[src/logic/tsm_pkg.sv]
/*
 * Constants for the thermal sensor monitor: register offsets, field
 * positions and divider figures for the narrow and wide layouts.
 * Assumes a host register port with word-aligned byte addresses.
 */
package tsm_pkg;
   // ------------------------------------------------------------
   // Register window
   // ------------------------------------------------------------
   localparam logic [15:0] ADDR_ALARM_CFG = 16'h15b0;
   localparam logic [15:0] ADDR_STATUS = 16'h15b4;
   localparam logic [15:0] ADDR_MISC_CFG = 16'h15b8;
   localparam logic [15:0] ADDR_TEMP_WIN = 16'h15bc;
   localparam logic [15:0] ADDR_WIN_MASK = 16'hfff0;
   // ------------------------------------------------------------
   // Field positions
   // ------------------------------------------------------------
   localparam int OFFSET_LSB = 16;
   localparam int N_WIDTH = 8;
   localparam int W_WIDTH = 14;
   localparam int N_DISABLE_BIT = 24;
   localparam int N_ALARM_IE_BIT = 28;
   localparam int W_DISABLE_BIT = 30;
   localparam int W_ENABLE_BIT = 31;
   localparam int N_ALARM_STAT_BIT = 8;
   localparam int W_ALARM_STAT_BIT = 16;
   localparam int N_DIV_LSB = 25;
   localparam int W_DIV_LSB = 26;
   localparam int N_DIV_W = 7;
   localparam int W_DIV_W = 6;
   localparam int N_HIGH_LSB = 8;
   localparam int W_HIGH_LSB = 16;
   localparam int PAUSE_BIT = 17;
   localparam int ATTACH_BIT = 23;
   localparam int DIV_SHIFT = 4;
   // ------------------------------------------------------------
   // Divider figures
   // ------------------------------------------------------------
   localparam int PRE_DIV = 1024;
   localparam logic [10:0] PRE_DIV_LAST = 11'(PRE_DIV - 1);
   localparam logic [6:0] N_DIV_RESET = 7'h10;
   localparam logic [5:0] W_DIV_RESET = 6'h08;
endpackage

[src/logic/tsm_top.sv]
/*
 * Thermal monitor block in the host bus unit: register window,
 * converter clocking, offset addition and threshold comparison.
 * Assumes a simple synchronous register port (one-cycle read data)
 * and a converter that returns a raw sample with a done strobe.
 */
`timescale 1ns/1ps
// Functional notes
// RULE1: Converter clock is source divided by 1024, then by programmable divider.
// RULE2: Wide divider field holds value shifted right 4; bypass allowed.
// RULE3: Divider field is status bits 25-31 narrow, 26-31 wide.
// RULE4: Narrow source is host clock; wide source is constant-rate clock.
// RULE5: Reported reading is raw value plus signed offset.
// RULE6: Threshold bits 0-7 or 0-13, offset bits 16-23 or 16-29.
// RULE7: Software clears disable and hold, sets enable and attach.
// RULE8: Wide: software never sets disable and enable together.
// RULE9: Interrupt 16 while reading exceeds alarm threshold.
// RULE10: Narrow: alarm interrupt only while bit 28 is set.
// RULE11: Status alarm flag follows reading above threshold, no hysteresis.
// RULE12: Interrupt 17 while reading below range low threshold.
// RULE13: Interrupt 18 while reading above range high threshold.
// RULE14: Range comparisons have no hysteresis.
// RULE15: Range low/high at bits 0-7/8-15 or 0-13/16-29.
// RULE16: Registers occupy 0x15b0 to below 0x15c0.
// RULE17: Software keeps converter clock below 10 kHz.
// RULE18: Flags update in the cycle the new reading is stored.
// RULE19: Offset sign-extended, sum wraps to reading width.
module tsm_top #(
   parameter bit WIDE = 1'b1
) (
   input wire logic core_clk,
   input wire logic rstn,
   input wire logic host_tick,
   input wire logic const_tick,
   input wire logic reg_wr,
   input wire logic reg_rd,
   input wire logic [15:0] reg_addr,
   input wire logic [31:0] reg_wdata,
   output logic [31:0] reg_rdata,
   output logic reg_hit,
   output logic adc_clk_en,
   output logic adc_run,
   output logic adc_attach,
   input wire logic adc_done,
   input wire logic [13:0] adc_raw,
   output logic irq_alarm,
   output logic irq_range_low,
   output logic irq_range_high
);
   localparam int RW = WIDE ? tsm_pkg::W_WIDTH : tsm_pkg::N_WIDTH;

   // ------------------------------------------------------------
   // Field extraction
   // ------------------------------------------------------------
   function automatic logic [13:0] field_at(input logic [31:0] w, input int lsb);
      logic [31:0] s;
      s = w >> lsb;
      field_at = (RW == tsm_pkg::W_WIDTH) ? s[13:0] : {6'h00, s[7:0]};
   endfunction

   function automatic logic signed [14:0] sfield(input logic [13:0] v);
      sfield = (RW == tsm_pkg::W_WIDTH) ? $signed({v[13], v})
         : $signed({{7{v[7]}}, v[7:0]});
   endfunction

   // ------------------------------------------------------------
   // Registers
   // ------------------------------------------------------------
   logic [31:0] alarm_cfg_r;
   logic [31:0] misc_cfg_r;
   logic [31:0] temp_win_r;
   logic [6:0] div_field_r;
   logic [13:0] reading_r;
   logic alarm_r;
   logic low_r;
   logic high_r;
   logic [31:0] status_word;
   logic in_window;

   assign in_window = (reg_addr & tsm_pkg::ADDR_WIN_MASK) == tsm_pkg::ADDR_ALARM_CFG; // [RULE16]
   assign reg_hit = in_window && (reg_wr || reg_rd);

   always_ff @(posedge core_clk) begin
      if (!rstn) begin
         alarm_cfg_r <= 32'h0000_0000;
         misc_cfg_r <= 32'h0000_0000;
         temp_win_r <= 32'h0000_0000;
      end else if (reg_wr) begin
         case (reg_addr)
            tsm_pkg::ADDR_ALARM_CFG: alarm_cfg_r <= reg_wdata; // [RULE6]
            tsm_pkg::ADDR_MISC_CFG: misc_cfg_r <= reg_wdata;
            tsm_pkg::ADDR_TEMP_WIN: temp_win_r <= reg_wdata; // [RULE15]
            default: ;
         endcase
      end
   end

   // Only the divider field of status is writable; the rest is state
   always_ff @(posedge core_clk) begin
      if (!rstn) begin
         div_field_r <= WIDE ? {1'b0, tsm_pkg::W_DIV_RESET} : tsm_pkg::N_DIV_RESET;
      end else if (reg_wr && reg_addr == tsm_pkg::ADDR_STATUS) begin
         if (WIDE) begin
            div_field_r <= {1'b0, reg_wdata[tsm_pkg::W_DIV_LSB +: tsm_pkg::W_DIV_W]}; // [RULE3]
         end else begin
            div_field_r <= reg_wdata[tsm_pkg::N_DIV_LSB +: tsm_pkg::N_DIV_W]; // [RULE3]
         end
      end
   end

   always_comb begin
      status_word = 32'h0000_0000;
      status_word[13:0] = reading_r;
      if (WIDE) begin
         status_word[tsm_pkg::W_ALARM_STAT_BIT] = alarm_r; // [RULE11]
         status_word[tsm_pkg::W_DIV_LSB +: tsm_pkg::W_DIV_W] = div_field_r[5:0];
      end else begin
         status_word[tsm_pkg::N_ALARM_STAT_BIT] = alarm_r; // [RULE11]
         status_word[tsm_pkg::N_DIV_LSB +: tsm_pkg::N_DIV_W] = div_field_r;
      end
   end

   always_ff @(posedge core_clk) begin
      if (!rstn) begin
         reg_rdata <= 32'h0000_0000;
      end else if (reg_rd) begin
         case (reg_addr)
            tsm_pkg::ADDR_ALARM_CFG: reg_rdata <= alarm_cfg_r;
            tsm_pkg::ADDR_STATUS: reg_rdata <= status_word;
            tsm_pkg::ADDR_MISC_CFG: reg_rdata <= misc_cfg_r;
            tsm_pkg::ADDR_TEMP_WIN: reg_rdata <= temp_win_r;
            default: reg_rdata <= 32'h0000_0000;
         endcase
      end
   end

   // ------------------------------------------------------------
   // Converter control and clocking
   // ------------------------------------------------------------
   logic enabled;
   logic [10:0] div_val;
   logic div_bypass;

   // Both disable and enable set is illegal for software; disable wins
   always_comb begin
      if (WIDE) begin
         enabled = alarm_cfg_r[tsm_pkg::W_ENABLE_BIT]
            && !alarm_cfg_r[tsm_pkg::W_DISABLE_BIT]; // [RULE7] [RULE8]
      end else begin
         enabled = !alarm_cfg_r[tsm_pkg::N_DISABLE_BIT]; // [RULE7]
      end
   end

   assign adc_attach = misc_cfg_r[tsm_pkg::ATTACH_BIT];
   assign adc_run = enabled && adc_attach && !misc_cfg_r[tsm_pkg::PAUSE_BIT]; // [RULE7]
   // Wide field zero means bypass; narrow field is a plain count
   assign div_bypass = WIDE ? (div_field_r == 7'h00) : 1'b0; // [RULE2]
   assign div_val = WIDE ? {div_field_r[6:0], 4'h0} : {4'h0, div_field_r}; // [RULE2]

   tsm_clkdiv u_div (
      .core_clk(core_clk),
      .rstn(rstn),
      .src_tick(WIDE ? const_tick : host_tick), // [RULE4]
      .bypass(div_bypass),
      .div_val(div_val),
      .adc_tick(adc_clk_en)
   );

   // ------------------------------------------------------------
   // Reading and comparisons
   // ------------------------------------------------------------
   logic signed [14:0] sum;
   logic [13:0] sum_w;
   logic signed [14:0] s_new;
   logic signed [14:0] s_alarm;
   logic signed [14:0] s_low;
   logic signed [14:0] s_high;

   always_comb begin
      sum = sfield(adc_raw) + sfield(field_at(alarm_cfg_r, tsm_pkg::OFFSET_LSB)); // [RULE5] [RULE19]
      sum_w = (RW == tsm_pkg::W_WIDTH) ? sum[13:0] : {6'h00, sum[7:0]}; // [RULE19]
      s_new = sfield(sum_w);
      s_alarm = sfield(field_at(alarm_cfg_r, 0));
      s_low = sfield(field_at(temp_win_r, 0));
      s_high = sfield(field_at(temp_win_r, WIDE ? tsm_pkg::W_HIGH_LSB : tsm_pkg::N_HIGH_LSB));
   end

   // Signed compares: the reading is two's complement like the offset
   always_ff @(posedge core_clk) begin
      if (!rstn) begin
         reading_r <= 14'h0000;
         alarm_r <= 1'b0;
         low_r <= 1'b0;
         high_r <= 1'b0;
      end else if (adc_done && adc_run) begin
         reading_r <= sum_w; // [RULE5] [RULE18]
         alarm_r <= s_new > s_alarm; // [RULE11] [RULE18]
         low_r <= s_new < s_low; // [RULE12] [RULE14]
         high_r <= s_new > s_high; // [RULE13] [RULE14]
      end
   end

   assign irq_alarm = alarm_r && (WIDE || alarm_cfg_r[tsm_pkg::N_ALARM_IE_BIT]); // [RULE9] [RULE10]
   assign irq_range_low = low_r; // [RULE12]
   assign irq_range_high = high_r; // [RULE13]

   // ------------------------------------------------------------
   // Checks
   // ------------------------------------------------------------
   property p_store;
      @(posedge core_clk) disable iff (!rstn)
      adc_done && adc_run |=> reading_r == $past(sum_w);
   endproperty
   a_store: assert property (p_store) else $error("reading not stored"); // [RULE5]

   property p_alarm;
      @(posedge core_clk) disable iff (!rstn)
      adc_done && adc_run |=> alarm_r == ($past(s_new) > $past(s_alarm));
   endproperty
   a_alarm: assert property (p_alarm) else $error("alarm flag wrong"); // [RULE11]

   property p_low;
      @(posedge core_clk) disable iff (!rstn)
      adc_done && adc_run |=> irq_range_low == ($past(s_new) < $past(s_low));
   endproperty
   a_low: assert property (p_low) else $error("low range wrong"); // [RULE12]

   property p_high;
      @(posedge core_clk) disable iff (!rstn)
      adc_done && adc_run |=> irq_range_high == ($past(s_new) > $past(s_high));
   endproperty
   a_high: assert property (p_high) else $error("high range wrong"); // [RULE13]

   property p_hold;
      @(posedge core_clk) disable iff (!rstn)
      !(adc_done && adc_run) |=> $stable(reading_r) && $stable(alarm_r);
   endproperty
   a_hold: assert property (p_hold) else $error("reading moved without sample"); // [RULE18]

   property p_irq;
      @(posedge core_clk) disable iff (!rstn)
      irq_alarm |-> alarm_r
         && status_word[WIDE ? tsm_pkg::W_ALARM_STAT_BIT : tsm_pkg::N_ALARM_STAT_BIT];
   endproperty
   a_irq: assert property (p_irq) else $error("alarm interrupt without flag"); // [RULE9]

   property p_gate;
      @(posedge core_clk) disable iff (!rstn)
      !WIDE && !alarm_cfg_r[tsm_pkg::N_ALARM_IE_BIT] |-> !irq_alarm;
   endproperty
   a_gate: assert property (p_gate) else $error("alarm interrupt not gated"); // [RULE10]

   property p_unmapped;
      @(posedge core_clk) disable iff (!rstn)
      reg_rd && !in_window |=> reg_rdata == 32'h0000_0000;
   endproperty
   a_unmapped: assert property (p_unmapped) else $error("unmapped read not zero"); // [RULE16]

   property p_div;
      @(posedge core_clk) disable iff (!rstn)
      reg_wr && reg_addr == tsm_pkg::ADDR_STATUS |=> div_field_r[5:0]
         == $past(reg_wdata[(WIDE ? tsm_pkg::W_DIV_LSB : tsm_pkg::N_DIV_LSB) +: tsm_pkg::W_DIV_W]);
   endproperty
   a_div: assert property (p_div) else $error("divider field not written"); // [RULE3]

   property p_range_hold;
      @(posedge core_clk) disable iff (!rstn)
      !(adc_done && adc_run) |=> $stable(irq_range_low) && $stable(irq_range_high);
   endproperty
   a_range_hold: assert property (p_range_hold) else $error("range moved"); // [RULE14]

   property p_attach;
      @(posedge core_clk) disable iff (!rstn)
      !adc_attach |-> !adc_run;
   endproperty
   a_attach: assert property (p_attach) else $error("run without sensor"); // [RULE7]

   property p_pause;
      @(posedge core_clk) disable iff (!rstn)
      misc_cfg_r[tsm_pkg::PAUSE_BIT] |-> !adc_run;
   endproperty
   a_pause: assert property (p_pause) else $error("run while paused"); // [RULE7]

   property p_disable;
      @(posedge core_clk) disable iff (!rstn)
      alarm_cfg_r[WIDE ? tsm_pkg::W_DISABLE_BIT : tsm_pkg::N_DISABLE_BIT] |-> !adc_run;
   endproperty
   a_disable: assert property (p_disable) else $error("run while disabled"); // [RULE7]

   property p_wr_cfg;
      @(posedge core_clk) disable iff (!rstn)
      reg_wr && reg_addr == tsm_pkg::ADDR_ALARM_CFG |=> alarm_cfg_r == $past(reg_wdata);
   endproperty
   a_wr_cfg: assert property (p_wr_cfg) else $error("alarm config not written"); // [RULE6]

   property p_wr_win;
      @(posedge core_clk) disable iff (!rstn)
      reg_wr && reg_addr == tsm_pkg::ADDR_TEMP_WIN |=> temp_win_r == $past(reg_wdata);
   endproperty
   a_wr_win: assert property (p_wr_win) else $error("window not written"); // [RULE15]

   property p_wr_outside;
      @(posedge core_clk) disable iff (!rstn)
      reg_wr && !in_window
      |=> $stable(alarm_cfg_r) && $stable(misc_cfg_r) && $stable(temp_win_r);
   endproperty
   a_wr_outside: assert property (p_wr_outside) else $error("outside write landed"); // [RULE16]

   property p_rd_cfg;
      @(posedge core_clk) disable iff (!rstn)
      reg_rd && reg_addr == tsm_pkg::ADDR_ALARM_CFG |=> reg_rdata == $past(alarm_cfg_r);
   endproperty
   a_rd_cfg: assert property (p_rd_cfg) else $error("alarm config read wrong"); // [RULE6]

   property p_rdata_hold;
      @(posedge core_clk) disable iff (!rstn)
      !reg_rd |=> $stable(reg_rdata);
   endproperty
   a_rdata_hold: assert property (p_rdata_hold) else $error("read data moved"); // [RULE16]

   property p_sum_wrap;
      @(posedge core_clk) disable iff (!rstn)
      adc_done && adc_run
      |=> reading_r[RW-1:0] == RW'($past(adc_raw) + $past(alarm_cfg_r >> tsm_pkg::OFFSET_LSB));
   endproperty
   a_sum_wrap: assert property (p_sum_wrap) else $error("sum not wrapped"); // [RULE19]

   property p_upper;
      @(posedge core_clk) disable iff (!rstn)
      (reading_r >> RW) == 14'h0000;
   endproperty
   a_upper: assert property (p_upper) else $error("reading above field width"); // [RULE19]

   property p_reset_clear;
      @(posedge core_clk)
      !rstn |=> reading_r == 14'h0000 && !alarm_r && !low_r && !high_r;
   endproperty
   a_reset_clear: assert property (p_reset_clear) else $error("state not cleared"); // [RULE18]

   property p_wide_irq;
      @(posedge core_clk) disable iff (!rstn)
      WIDE |-> irq_alarm == alarm_r;
   endproperty
   a_wide_irq: assert property (p_wide_irq) else $error("alarm interrupt lost"); // [RULE9]

   property p_narrow_irq;
      @(posedge core_clk) disable iff (!rstn)
      !WIDE && alarm_cfg_r[tsm_pkg::N_ALARM_IE_BIT] |-> irq_alarm == alarm_r;
   endproperty
   a_narrow_irq: assert property (p_narrow_irq) else $error("enabled alarm lost"); // [RULE10]
endmodule

[src/logic/tsm_clkdiv.sv]
/*
 * Converter clock divider chain: a fixed 1024 prescaler followed by a
 * programmable divider, producing a one-cycle enable pulse.
 * Assumes src_tick marks each cycle of the chosen source clock.
 */
`timescale 1ns/1ps
module tsm_clkdiv (
   input wire logic core_clk,
   input wire logic rstn,
   input wire logic src_tick,
   input wire logic bypass,
   input wire logic [10:0] div_val,
   output logic adc_tick
);
   logic [10:0] pre_r;
   logic [10:0] prog_r;
   logic pre_tick;

   assign pre_tick = src_tick && (pre_r == tsm_pkg::PRE_DIV_LAST);

   always_ff @(posedge core_clk) begin
      if (!rstn) begin
         pre_r <= 11'h000;
      end else if (src_tick) begin
         pre_r <= pre_tick ? 11'h000 : pre_r + 11'h001; // [RULE1]
      end
   end

   // Divider value zero acts as one, so the pulse never stops
   always_ff @(posedge core_clk) begin
      if (!rstn) begin
         prog_r <= 11'h000;
         adc_tick <= 1'b0;
      end else begin
         adc_tick <= 1'b0;
         if (pre_tick) begin
            if (bypass || prog_r + 11'h001 >= div_val) begin // [RULE1] [RULE2]
               prog_r <= 11'h000;
               adc_tick <= 1'b1;
            end else begin
               prog_r <= prog_r + 11'h001;
            end
         end
      end
   end

   property p_tick_pre;
      @(posedge core_clk) disable iff (!rstn)
      adc_tick |-> $past(pre_tick);
   endproperty
   a_tick_pre: assert property (p_tick_pre) else $error("tick without prescale"); // [RULE1]
endmodule

[config.mk]
export PLATFORM = sky130hd
export DESIGN_NAME = tsm_top
export DESIGN_NICKNAME = d
export VERILOG_FILES = /design/src/logic/tsm_pkg.sv /design/src/logic/tsm_top.sv /design/src/logic/tsm_clkdiv.sv
export SDC_FILE = /design/constraint.sdc
export NUM_CORES = 1
export LEC_CHECK = 0
export BUFFER_PORTS_ARGS = -buffer_cell sky130_fd_sc_hd__buf_2
export CAP_MARGIN = 15
export CORE_MARGIN = 2
export CORE_UTILIZATION = 45
export CTS_CLUSTER_DIAMETER = 200
export DETAILED_ROUTE_END_ITERATION = 7
export GPL_TIMING_DRIVEN = 1
export PLACE_DENSITY_LB_ADDON = 0.3
export SETUP_SLACK_MARGIN = 0.15
export SLEW_MARGIN = 10
export SYNTH_ARGS = -nofsm -noshare
export SYNTH_HDL_FRONTEND = slang
export SYNTH_SLANG_ARGS = --single-unit
[constraint.sdc]
create_clock -name core_clk -period 3.5 [get_ports core_clk]
set_input_delay 0.35 -clock core_clk [delete_from_list [all_inputs] [get_ports core_clk]]
set_output_delay 0.35 -clock core_clk [all_outputs]
set_load 0.01 [all_outputs]
==> out/results.txt <==
worst hold margin = 0.1709 ns
Ys Warns = 0
fin. max-slew vios = 0
Synth Area in XOR/XNOR = 0.02638
setup tns final = 0 ns
proportion of synthesized area in mux cells = 0.1124
Area growth syn-to-layout = 16.01%
final cycle utilization of the critical path = 0.9163
Avg Vias per Cell = 5.360
startpoint types = register
relative slew slack = 0.3274
Period minus WS final = 3.207 ns
Final Hold Fails = 0
routed vias = 7376
Clock Latency Late Sink = 0.44 ns
filler cell count = 1859
Primary FF master, synth = dfxtp_1
Unique masters post-synth = 63
Critical Path AT = 3.54 ns
Cell Area, Synth = 8964 µm²
Max clock buf depth = 2
Boundary Pins = 108
total design power = 0.004240 W
H-tree depth = 4
largest net degree at the start of global routing = 59
R2R setup slack = 0.29 ns
vias in the first global route = 7242
CTS tree = built
simple-gate share of the synthesized area = 0.1774
VDD IR max = 0.3295 mV
DRT iter0 DRCs = 495
leakage power = 4.285 nW
DRT Pass-1 Iters = 5
Required @ worst endpoint = 3.83 ns
remaining antenna violation count = 0
TritonCTS Buffers = 17
RSZ-0062 raised after global routing = true
gr ovfl total = 0
initial antenna violation count = 2
layout cells sized above 1 = 0.2153
Mapped Nets = 1137
Max-Cap Viols = 0
endpoints failing setup = 0
Avg WL per Cell = 17.07 µm
Global Route Usage Sum = 0.2253
Initial Util = 0.4591
die area = 21060 µm²
critical path class = register to register
Reg clk slew, reported paths = 0.07 ns
Avg Inst Size Synth = 8.919 µm²
clock sinks = 174
worst slew pin tran = 1.005 ns
Synth Register Bits = 174
Remaining DRCs = 0
total core area = 19530 µm²
post-DP HPWL = 17130 µm
CP max FO = 3
Synth Instances = 1005
Post-synth ARST share = 0
clock root cell = clkbuf_16
Crit. End Element = register
nets = 1230
Rows = 51
main combinational cell family by area after synthesis = simple AND/OR/NAND/NOR gates
die width = 145.1 µm
Post-Place Worst Slack = 0.01392 ns
Die Height = 145.1 µm
count of input and output buffers = 106
GP Congestion = 0.8773
setup ws final = 0.2929 ns
PwrDens = 407.8 nW/µm²
number of synthesized flops with an enable pin = 0
status = finished clean
post-synthesis sequential area ratio = 0.3886
Routed WL = 23480 µm
Synth Area in Compound Gates = 0.1556
Adder-Cell Fraction of Synth Area = 0.08878
Worst Skew = 0.009221 ns
first-pass GRT wire length = 38120 µm
Max Clk Rate = 0.3118 GHz
Hold/Removal Path Class = input pin to register
state kept, by name, indices dropped and copies added (netlist names):
register and cells:
alarm_cfg_r 32, misc_cfg_r 32, reg_rdata 32, temp_win_r 32, reading_r 14, u_div.pre_r 11
u_div.prog_r 11, div_field_r 6, irq_alarm 1, irq_range_high 1, irq_range_low 1, u_div.adc_tick 1
worst max-delay path, cell delays in order (launching register included):
cell and delay (ns):
dfxtp_1 0.33, ha_2 0.20, fa_2 0.37, a21oi_4 0.15
o22ai_2 0.11, o21a_1 0.23, o41a_1 0.44, xor2_2 0.19
ha_1 0.31, nand4_1 0.15, o2111ai_1 0.23, a21oi_1 0.08
o41ai_2 0.32
layout by cell type, fill, tap and decap left out, types with 3 or more instances in the layout:
cell type   netlist  layout
and3_1            7       7
buf_2             7     106
and4_1            4       4
nand2_1         173     173
mux2i_1          41      41
a21o_1           13      13
a21oi_2          30      30
nor2b_1           8       8
xor2_1           14      12
clkbuf_16         0      17
o31ai_1           3       3
nand2b_1          6       6
a21oi_1          76      75
buf_4             1      21
or2_2             3       3
dfxtp_1         174     173
mux4_2           21      21
xnor2_1          13      12
nand3_1          20      20
nand3b_1          3       3
clkbuf_1         35       3
nor2_1          100     100
nor4_1            4       4
mux2_2           11      11
inv_1            50      50
o21ai_0          17      16
a211oi_1          3       3
clkinvlp_4        0       4
or3_1             3       3
nand4_1          11      11
a22oi_1          11      11
ha_1             62      61
nor3_1            9       8
o211ai_1          4       4
bufinv_16         0       4
a22o_1           24      24
per-layer routing:
metal / vias up / share of wire / track usage
li1: 3690 / - / -
met1: 3470 / 0.47 / 0.2992
met2: 184 / 0.45 / 0.3629
met3: 30 / 0.060 / 0.05629
met4: 2 / 0.016 / 0.06863
met5: - / 0.00030 / 0
logic make-up after synthesis:
logic type,count (synthesis)
adder cells (fa/ha/maj),63
AND/OR/NAND/NOR,360
flip-flops,174
buffers and inverters,104
AO/OA/AOI/OAI,204
multiplexers,73
XOR/XNOR,27
where the power goes:
| group | leakage [nW] | internal (W) | switching [W] | total [W] |
|---|---|---|---|---|
| Combinational | 2.60 | 0.0000950 | 0.000158 | 0.000253 |
| Sequential | 1.40 | 0.00198 | 0.00000496 | 0.00199 |
| Clock | 0.285 | 0.00121 | 0.000791 | 0.00200 |
| Total | 4.29 | 0.00329 | 0.000954 | 0.00424 |
layout make-up:
class,count,area (µm²),area share
diodes,1,2.502,0.0002406
clock buffers,21,450.4,0.04332
clock inverters,10,163.9,0.01576
inverters,51,193.9,0.01865
multi-input cells,727,5084,0.4889
flip-flops and latches,174,3485,0.3351
well taps,265,331.6,0.03189
repair buffers,127,688.2,0.06618
through the flow:
step | utilization | std cells | instance area [µm²]
5_1_grt | 0.5324 | 1375 | 10400
4_1_cts | 0.5290 | 1374 | 10330
3_5_place_dp | 0.4975 | 1343 | 9714
3_3_place_gp | 0.4975 | 1343 | 9714
6_report | 0.5326 | 1376 | 10400
2_1_floorplan | - | 1005 | 8964
repair_timing:
action,CTS,global route
gates resized for setup,0,13
setup buffers,0,1
hold buffers,0,0
endpoints found under the setup margin,0,3
endpoints found under the hold margin,0,0
path summary, 6_finish.rpt:
path	startpoint	endpoint	depth (start not counted)
setup reg to reg	alarm_cfg_r[16]	irq_range_high	12
hold reg to reg	temp_win_r[31]	temp_win_r[31]	2
setup / recovery	alarm_cfg_r[16]	irq_range_high	12
hold / removal	reg_wdata[14]	alarm_cfg_r[14]	3
synthesized netlist by cell type (6+ instances only):
| cell | number | area [µm²] |
|---|---|---|
| inv_1 | 50 | 187.7 |
| nor2b_1 | 8 | 50.05 |
| a21o_1 | 13 | 97.59 |
| mux2_2 | 11 | 123.9 |
| nor3_1 | 9 | 45.04 |
| clkbuf_1 | 35 | 131.4 |
| buf_6 | 7 | 78.83 |
| nor2_1 | 100 | 375.4 |
| dfxtp_1 | 174 | 3483 |
| mux2i_1 | 41 | 410.4 |
| xor2_1 | 14 | 122.6 |
| a22oi_1 | 11 | 82.58 |
| nand2_1 | 173 | 649.4 |
| o21ai_0 | 17 | 85.08 |
| a21oi_1 | 76 | 380.4 |
| and3_1 | 7 | 43.79 |
| nand3_1 | 20 | 100.1 |
| xnor2_1 | 13 | 113.9 |
| ha_1 | 62 | 775.7 |
| mux4_2 | 21 | 473.0 |
| nand4_1 | 11 | 68.82 |
| nand2b_1 | 6 | 37.54 |
| buf_2 | 7 | 35.03 |
| a22o_1 | 24 | 210.2 |
| a21oi_2 | 30 | 262.8 |
Power figures use the tool's default switching activity.
